**config.mk**
```make
export PLATFORM = sky130hd
export DESIGN_NAME = dma_bus_config_fields
export DESIGN_NICKNAME = d
export VERILOG_FILES = /design/src/dma_bus_cfg_pkg.sv /design/src/ready_sync.sv /design/src/strap_capture.sv /design/src/dma_bus_config_fields.sv
export SDC_FILE = /design/constraint.sdc
export NUM_CORES = 1
export LEC_CHECK = 0
export BUFFER_PORTS_ARGS = -buffer_cell sky130_fd_sc_hd__buf_2
export CORE_MARGIN = 1.5
export CORE_UTILIZATION = 50
export DETAILED_ROUTE_END_ITERATION = 7
export PLACE_DENSITY = 0.81
export SLEW_MARGIN = 20
export SYNTH_ARGS = -nofsm -noshare
export SYNTH_HDL_FRONTEND = slang
export SYNTH_HIERARCHICAL = 1
export SYNTH_SLANG_ARGS = --single-unit
```
**constraint.sdc**
```tcl
create_clock -name pclk -period 5 [get_ports pclk]
set_input_delay 1.5 -clock pclk [delete_from_list [all_inputs] [get_ports pclk]]
set_output_delay 1.5 -clock pclk [all_outputs]
set_load 0.005 [all_outputs]
```
**src/dma_bus_cfg_pkg.sv**
```systemverilog
// Constants for the DMA bus configuration register bank.
// Assumes a 32-bit APB slave clocked by pclk at 125 MHz.

package dma_bus_cfg_pkg;

   // ----------------------------------------------------------------
   // Bus widths
   // ----------------------------------------------------------------
   localparam int ADDR_W = 12;
   localparam int DATA_W = 32;
   localparam int CFG_W  = 16;

   // ----------------------------------------------------------------
   // Register byte addresses
   // ----------------------------------------------------------------
   localparam logic [ADDR_W-1:0] ADDR_DATA_CONFIG = 12'h000;
   localparam logic [ADDR_W-1:0] ADDR_CYCLE_STATUS = 12'h004;

   // ----------------------------------------------------------------
   // Field positions in data_configuration
   // ----------------------------------------------------------------
   localparam int USER_PIN_DRIVE_HI = 12;
   localparam int USER_PIN_DRIVE_LO = 11;
   localparam int SYNC_READY_BIT    = 10;
   localparam int USER_STRAP_HI     = 9;
   localparam int USER_STRAP_LO     = 8;
   localparam int WAIT_COUNT_HI     = 7;
   localparam int WAIT_COUNT_LO     = 6;
   localparam int DMA_WIDTH_BIT     = 5;

   // ----------------------------------------------------------------
   // Reset value and writable bits
   // ----------------------------------------------------------------
   localparam logic [CFG_W-1:0] CFG_RESET      = 16'h0000;
   localparam logic [CFG_W-1:0] CFG_WRITE_MASK = 16'h1CE0;

   // ----------------------------------------------------------------
   // Field positions in cycle_status
   // ----------------------------------------------------------------
   localparam int STAT_STATE_HI   = 1;
   localparam int STAT_STATE_LO   = 0;
   localparam int STAT_MASTER_BIT = 2;
   localparam int STAT_COUNT_LO   = 8;
   localparam int DONE_COUNT_W    = 8;

   // ----------------------------------------------------------------
   // Timing counts, in bus clocks
   // ----------------------------------------------------------------
   localparam logic [2:0] MIN_CYCLE_ASYNC = 3'h3;
   localparam logic [2:0] MIN_CYCLE_SYNC  = 3'h2;

   // ----------------------------------------------------------------
   // DMA cycle states
   // ----------------------------------------------------------------
   typedef enum logic [1:0] {
      st_idle,
      st_t1,
      st_t2
   } cycle_state_t;

endpackage

```
**src/ready_sync.sv**
```systemverilog
// Two-stage synchroniser for the ready input.
// First stage samples on the falling clock edge, second on the rising.

`timescale 1ns/100ps

module ready_sync #(
   parameter int WIDTH = 1
) (
   // Clock and reset
   input  wire logic             pclk,
   input  wire logic             presetn,
   // Data
   input  wire logic [WIDTH-1:0] async_in,
   output logic      [WIDTH-1:0] sync_out
);

   logic [WIDTH-1:0] fall_q;

   // ----------------------------------------------------------------
   // Falling edge stage
   // ----------------------------------------------------------------
   always_ff @(negedge pclk or negedge presetn) begin
      if (!presetn) begin
         fall_q <= '0;
      end else begin
         fall_q <= async_in;
      end
   end

   // ----------------------------------------------------------------
   // Rising edge stage
   // ----------------------------------------------------------------
   always_ff @(posedge pclk or negedge presetn) begin
      if (!presetn) begin
         sync_out <= '0;
      end else begin
         sync_out <= fall_q;
      end
   end

endmodule

```
**src/strap_capture.sv**
```systemverilog
// Captures strap pin levels once, at the first clock after reset release.
// Assumes the pins are not driven by this device while reset is held.

`timescale 1ns/100ps

module strap_capture #(
   parameter int WIDTH = 2
) (
   // Clock and reset
   input  wire logic             pclk,
   input  wire logic             presetn,
   // Strap pins and held value
   input  wire logic [WIDTH-1:0] pins,
   output logic      [WIDTH-1:0] strap_q
);

   logic armed_q;

   // ----------------------------------------------------------------
   // One-shot capture, then hold until next reset
   // ----------------------------------------------------------------
   always_ff @(posedge pclk or negedge presetn) begin
      if (!presetn) begin
         armed_q <= 1'b1;
         strap_q <= '0;
      end else if (armed_q) begin
         armed_q <= 1'b0;
         strap_q <= pins;
      end
   end

endmodule

```
**src/dma_bus_config_fields.sv**
```systemverilog
// DMA bus configuration fields with APB access and a DMA cycle timer.
// Assumes APB master on pclk and bus ready lines active high.
//
// The register addresses and register access over APB are this design's own decisions.

`timescale 1ns/100ps

module dma_bus_config_fields
   import dma_bus_cfg_pkg::*;
(
   // Clock and reset
   input  wire logic              pclk,
   input  wire logic              presetn,
   // APB slave
   input  wire logic [ADDR_W-1:0] paddr,
   input  wire logic              psel,
   input  wire logic              penable,
   input  wire logic              pwrite,
   input  wire logic [DATA_W-1:0] pwdata,
   input  wire logic [3:0]        pstrb,
   output logic      [DATA_W-1:0] prdata,
   output logic                   pready,
   output logic                   pslverr,
   // Bus mastership and protocol
   input  wire logic              hold_acknowledge,
   input  wire logic              bus_grant_acknowledge,
   input  wire logic              bus_protocol_select,
   input  wire logic              dma_cycle_req,
   // Ready inputs
   input  wire logic              ready_in,
   input  wire logic [1:0]        data_size_acknowledge,
   // User pins
   input  wire logic [1:0]        user_strap_pins_in,
   output logic      [1:0]        user_pin_out,
   output logic      [1:0]        user_pin_oe,
   // DMA cycle status
   output logic                   dma_t1,
   output logic                   dma_t2,
   output logic                   dma_cycle_done,
   output logic                   dma_width_32
);

   // ----------------------------------------------------------------
   // Registers and next values
   // ----------------------------------------------------------------
   logic [CFG_W-1:0]        cfg_q;
   logic [CFG_W-1:0]        cfg_d;
   logic [1:0]              strap_q;
   logic [DATA_W-1:0]       prdata_q;
   logic                    pready_q;
   logic                    pslverr_q;
   cycle_state_t            state_q;
   cycle_state_t            state_d;
   logic [1:0]              waits_q;
   logic [1:0]              waits_d;
   logic [2:0]              cyc_q;
   logic [2:0]              cyc_d;
   logic                    ready_t1_q;
   logic                    ready_synced;
   logic [1:0]              user_pin_out_q;
   logic [1:0]              user_pin_oe_q;
   logic                    dma_t1_q;
   logic                    dma_t2_q;
   logic                    done_q;
   logic                    width_32_q;
   logic [DONE_COUNT_W-1:0] done_count_q;

   // ----------------------------------------------------------------
   // Decode and field wires
   // ----------------------------------------------------------------
   wire                    apb_access;
   wire                    apb_first;
   wire                    apb_ack;
   wire                    sel_cfg;
   wire                    sel_stat;
   wire                    mapped;
   wire                    cfg_wr;
   wire [CFG_W-1:0]        lane_mask;
   wire [CFG_W-1:0]        wr_mask;
   wire [CFG_W-1:0]        cfg_rd;
   wire [DATA_W-1:0]       stat_rd;
   wire [DATA_W-1:0]       rd_data;
   wire                    mastership;
   wire [1:0]              drive_bits;
   wire                    sync_ready_select;
   wire [1:0]              wait_state_count;
   wire                    dma_width_select;
   wire                    ready_raw;
   wire                    ready_ok;
   wire [2:0]              min_cycles;
   wire                    min_met;
   wire                    cycle_end;
   wire                    cycle_done;

   // ----------------------------------------------------------------
   // APB decode
   // ----------------------------------------------------------------
   assign apb_access = psel & penable;
   assign apb_first  = apb_access & ~pready_q;
   assign apb_ack    = apb_access & pready_q;
   assign sel_cfg    = (paddr == ADDR_DATA_CONFIG);
   assign sel_stat   = (paddr == ADDR_CYCLE_STATUS);
   assign mapped     = sel_cfg | sel_stat;
   assign cfg_wr     = apb_ack & pwrite & sel_cfg;

   assign lane_mask = {{8{pstrb[1]}}, {8{pstrb[0]}}};
   assign wr_mask   = lane_mask & CFG_WRITE_MASK;
   assign cfg_d     = (cfg_q & ~wr_mask) | (pwdata[CFG_W-1:0] & wr_mask);

   // ----------------------------------------------------------------
   // Read data
   // ----------------------------------------------------------------
   assign cfg_rd = cfg_q | {6'h00, strap_q, 8'h00};

   assign stat_rd = {
      16'h0000,
      done_count_q,
      5'h00,
      mastership,
      state_q
   };

   assign rd_data = sel_cfg  ? {16'h0000, cfg_rd} :
                    sel_stat ? stat_rd :
                               32'h0000_0000;

   // ----------------------------------------------------------------
   // Configuration fields
   // ----------------------------------------------------------------
   assign drive_bits        = cfg_q[USER_PIN_DRIVE_HI:USER_PIN_DRIVE_LO];
   assign sync_ready_select = cfg_q[SYNC_READY_BIT];
   assign wait_state_count  = cfg_q[WAIT_COUNT_HI:WAIT_COUNT_LO];
   assign dma_width_select  = cfg_q[DMA_WIDTH_BIT];

   // ----------------------------------------------------------------
   // APB slave registers
   // ----------------------------------------------------------------
   always_ff @(posedge pclk or negedge presetn) begin
      if (!presetn) begin
         pready_q  <= 1'b0;
         pslverr_q <= 1'b0;
      end else begin
         pready_q  <= apb_first;
         pslverr_q <= apb_first & ~mapped;
      end
   end

   always_ff @(posedge pclk or negedge presetn) begin
      if (!presetn) begin
         prdata_q <= 32'h0000_0000;
      end else if (apb_first) begin
         prdata_q <= rd_data;
      end
   end

   // ----------------------------------------------------------------
   // Configuration register
   // ----------------------------------------------------------------
   always_ff @(posedge pclk or negedge presetn) begin
      if (!presetn) begin
         cfg_q <= CFG_RESET;
      end else if (cfg_wr) begin
         cfg_q <= cfg_d;
      end
   end

   // ----------------------------------------------------------------
   // Strap capture
   // ----------------------------------------------------------------
   strap_capture #(
      .WIDTH (2)
   ) u_strap (
      .pclk    (pclk),
      .presetn (presetn),
      .pins    (user_strap_pins_in),
      .strap_q (strap_q)
   );

   // ----------------------------------------------------------------
   // Bus mastership
   // ----------------------------------------------------------------
   assign mastership = hold_acknowledge | bus_grant_acknowledge;

   // ----------------------------------------------------------------
   // User pin drivers, one per pin
   // ----------------------------------------------------------------
   for (genvar i = 0; i < 2; i++) begin : g_user_pin
      always_ff @(posedge pclk or negedge presetn) begin
         if (!presetn) begin
            user_pin_out_q[i] <= 1'b0;
            user_pin_oe_q[i]  <= 1'b0;
         end else begin
            user_pin_out_q[i] <= drive_bits[i];
            user_pin_oe_q[i]  <= mastership;
         end
      end
   end

   // ----------------------------------------------------------------
   // Ready selection
   // ----------------------------------------------------------------
   assign ready_raw = bus_protocol_select ? (|data_size_acknowledge)
                                          : ready_in;

   // ----------------------------------------------------------------
   // Falling edge synchroniser for asynchronous ready
   // ----------------------------------------------------------------
   ready_sync #(
      .WIDTH (1)
   ) u_ready_sync (
      .pclk     (pclk),
      .presetn  (presetn),
      .async_in (ready_raw),
      .sync_out (ready_synced)
   );

   assign ready_ok = sync_ready_select ? (ready_raw | ready_t1_q)
                                       : ready_synced;

   // ----------------------------------------------------------------
   // Cycle end conditions
   // ----------------------------------------------------------------
   assign min_cycles = sync_ready_select ? MIN_CYCLE_SYNC
                                         : MIN_CYCLE_ASYNC;
   assign min_met    = (cyc_q >= (min_cycles - 3'h1));
   assign cycle_end  = (state_q == st_t2) & (waits_q == 2'h0) &
                       min_met & ready_ok;
   assign cycle_done = cycle_end & mastership;

   // ----------------------------------------------------------------
   // DMA cycle sequencer
   // ----------------------------------------------------------------
   always_comb begin
      state_d = state_q;
      waits_d = waits_q;
      cyc_d   = cyc_q;
      unique case (state_q)
         st_idle: begin
            cyc_d = 3'h0;
            if (dma_cycle_req & mastership) begin
               state_d = st_t1;
            end
         end
         st_t1: begin
            state_d = st_t2;
            waits_d = wait_state_count;
            cyc_d   = 3'h1;
         end
         st_t2: begin
            if (cyc_q != 3'h7) begin
               cyc_d = cyc_q + 3'h1;
            end
            if (waits_q != 2'h0) begin
               waits_d = waits_q - 2'h1;
            end else if (cycle_end) begin
               state_d = st_idle;
            end
         end
         default: begin
            state_d = st_idle;
         end
      endcase
      if (!mastership) begin
         state_d = st_idle;
      end
   end

   always_ff @(posedge pclk or negedge presetn) begin
      if (!presetn) begin
         state_q <= st_idle;
         waits_q <= 2'h0;
         cyc_q   <= 3'h0;
      end else begin
         state_q <= state_d;
         waits_q <= waits_d;
         cyc_q   <= cyc_d;
      end
   end

   // ----------------------------------------------------------------
   // Ready seen at the T1 edge in synchronous mode
   // ----------------------------------------------------------------
   always_ff @(posedge pclk or negedge presetn) begin
      if (!presetn) begin
         ready_t1_q <= 1'b0;
      end else if (state_q == st_t1) begin
         ready_t1_q <= sync_ready_select & ready_raw;
      end else if (state_q == st_idle) begin
         ready_t1_q <= 1'b0;
      end
   end

   // ----------------------------------------------------------------
   // Cycle status outputs
   // ----------------------------------------------------------------
   always_ff @(posedge pclk or negedge presetn) begin
      if (!presetn) begin
         dma_t1_q   <= 1'b0;
         dma_t2_q   <= 1'b0;
         done_q     <= 1'b0;
         width_32_q <= 1'b0;
      end else begin
         dma_t1_q   <= (state_d == st_t1);
         dma_t2_q   <= (state_d == st_t2);
         done_q     <= cycle_done;
         width_32_q <= dma_width_select;
      end
   end

   // ----------------------------------------------------------------
   // Completed cycle count, wraps
   // ----------------------------------------------------------------
   always_ff @(posedge pclk or negedge presetn) begin
      if (!presetn) begin
         done_count_q <= 8'h00;
      end else if (cycle_done) begin
         done_count_q <= done_count_q + 8'h01;
      end
   end

   // ----------------------------------------------------------------
   // Outputs
   // ----------------------------------------------------------------
   assign prdata         = prdata_q;
   assign pready         = pready_q;
   assign pslverr        = pslverr_q;
   assign user_pin_out   = user_pin_out_q;
   assign user_pin_oe    = user_pin_oe_q;
   assign dma_t1         = dma_t1_q;
   assign dma_t2         = dma_t2_q;
   assign dma_cycle_done = done_q;
   assign dma_width_32   = width_32_q;

endmodule

```
==> metrics <==
status=finished clean; CTS tree=yes; die area=5170 um2; RSZ-0062 raised after global routing=no; Seq/Total Area, Yosys=0.527; aggregate global-route resource usage=0.182; initial antenna violation count=0; WS Path Type=input pin to register; R2R Path Start=u_ready_sync/fall_q; area share of the largest cell type after synthesis=0.506; Largest delay share family, worst path=simple AND/OR/NAND/NOR gates; fin area=2740 um2; startpoint types=input pin; P_leak=between 0.001 and 0.0015 uW; dominant cell type by area after synthesis=dfrtp_1; Cell Area, Placed=between 2000 and 3000 um2; worst setup path start=data_size_acknowledge[1]; setup TNS=0 ns; Power Density=approximately 350 nW/um2; CTS Hold Buffers Added=0; Ant. Diodes=0; Setup Skew=0.00578 ns; total number of vias=around 1600; flops & latches, synth=50; Initial DRC Count=between 70 and 80; Die H=just over 70 um; clock root buffer=clkbuf_8; hpwl dp=between 3000 and 4000 um; Post-route DRC=0; crit path buf inv count=1; CTS clock-pin slew for the worst setup and hold paths=about 0.08 ns; I/O Buffers=57; final hold viol count=0; Rows=24; vias per std cell=about 5.2; largest net degree at the start of global routing=50; post-CTS setup repair buffer count=0; CP Data Required Time=between 2 and 3 ns; Final Max Tran Viols=0; Mapped Cells=203; post-cts sizing count=0; commonest non-fill, non-tap cell in the layout=buf_2; Filler Cell Count=370; CP max stage cell=nor3b_1; clock insertion delay at the later pin of the skew report=slightly below 0.3 ns; Min Hold Slack=0.411 ns; DRT Wirelength=approximately 4300 um; most frequent cells in the layout=buf_2, dfrtp_1, nand2_1; Hold Crit Class=register to register; Yosys cell types=a little over 40; I/O pin cnt=approximately 100; final design utilization=0.613; WP data arrival=1.94 ns; Synth Cell Area=roughly 2400 um2; Core ar.=4470 um2; worst rel slew slack=0.610; Initial Util=0.531; Setup Viol. Count Final=0; Nets=333; CTS sink cnt=50; layout cells sized above 1=0.313; critical path fanouts, max=2; maximum clock insertion buffer count=2; Wirelength per Cell=about 14 um; CP Capture Type=register; gr ovfl total=0; critical path, cell by cell=buf_2, nor3b_1, nor2_1; TritonRoute pass-1 iters=4; Max stage delay on crit path=0.24 ns; GP Congestion=~0.76; P&R area growth vs syn=15.4%; Max Cap Violations=0; first-pass GRT wire length=between 7000 and 8000 um; Die X=71.9 um; Final ANT Viol Nets=0; Synth Area per Inst=between 10 and 15 um2; total CTS buffers=5; Clock H-tree levels=2; Syn. warnings=6; vias in the first global route=around 1600; Slew @ Worst Pin=about 0.6 ns; maximum vdd drop=just under 0.2 mV; top post-synthesis cells by area=dfrtp_1, buf_4, ha_1
layout make-up:
cell class / count / area (um2) / area share
repair buffers: 58 / 293 / 0.107
clock buffers: 5 / 68.8 / 0.0251
well taps: 52 / 65.1 / 0.0237
inverters: 10 / 37.5 / 0.0137
multi-input cells: 136 / 985 / 0.359
flip-flops and latches: 50 / 1250 / 0.457
clock inverters: 3 / 40.0 / 0.0146
cells in the mapped netlist:
master      n
nor4_4      2
a311oi_1    1
and3_1      4
buf_4      19
clkbuf_1    3
nand3_1     2
inv_1      10
a2111oi_4   1
nor3b_1     1
a2111o_1    1
or2_2       1
o31ai_1     2
conb_1      2
nand2_2     2
dfrtn_1     1
buf_2       2
xnor2_1     6
nand2b_4    1
and2_1      1
dfstp_2     1
nand2_1    20
nor4_2      2
a21oi_1     6
nand4_1     5
mux2_2      4
nor3_1      1
a22oi_1     5
nor3_2      1
a211oi_1    2
a211oi_4    1
nand3b_1    1
o21ai_0     4
mux2_1      6
a22o_1      9
ha_1       10
o211ai_1    1
o211a_1     1
a221oi_1    1
nor2_1     10
xor2_1      2
dfrtp_1    48
power by group:
| part | internal [uW] | switching [uW] | leakage (uW) |
|---|---|---|---|
| Sequential | 436 | 25.0 | 0.000669 |
| Combinational | 97.7 | 137 | 0.000733 |
| Clock | 147 | 126 | 0.0000579 |
| Total | 681 | 287 | 0.00146 |
cells by family after synthesis:
group	share of synthesized area
xor gates and xnor gates	0.0295
muxes	0.0474
DFF	0.527
other	0.00316
and+or+nand+nor	0.133
buffers and inverters	0.0848
adders and majority gates	0.0527
AOI/OAI and AO/OA	0.122
path summary, 6_finish.rpt:
path | endpoint | slack [ns] | cells after the start
worst max-delay path | u_ready_sync/fall_q | 0.70 | 3
min in group asynchronous | prdata[13] | 1.34 | 2
worst min-delay path | user_pin_out[1] | 0.41 | 0
worst min register to register | user_pin_out[1] | 0.41 | 0
worst max register to register | u_ready_sync/sync_out | 2.04 | 0
max in group asynchronous | u_ready_sync/fall_q | 1.49 | 1
stage by stage:
step                instances  power, uW  setup slack [ns]
floorplan                 220        646             0.539
global placement          306        692             0.369
detailed placement        306        706             0.391
CTS                       314        979             0.700
global route              314       1040             0.647
finish                    314        968             0.696
layer usage:
layer / track usage / part of all wire
met5: 0 / 0
met2: 0.289 / 0.50
met1: 0.245 / 0.45
met3: 0.0347 / 0.035
met4: 0.0797 / 0.018
Note: power is estimated with default switching activity, not from simulation.
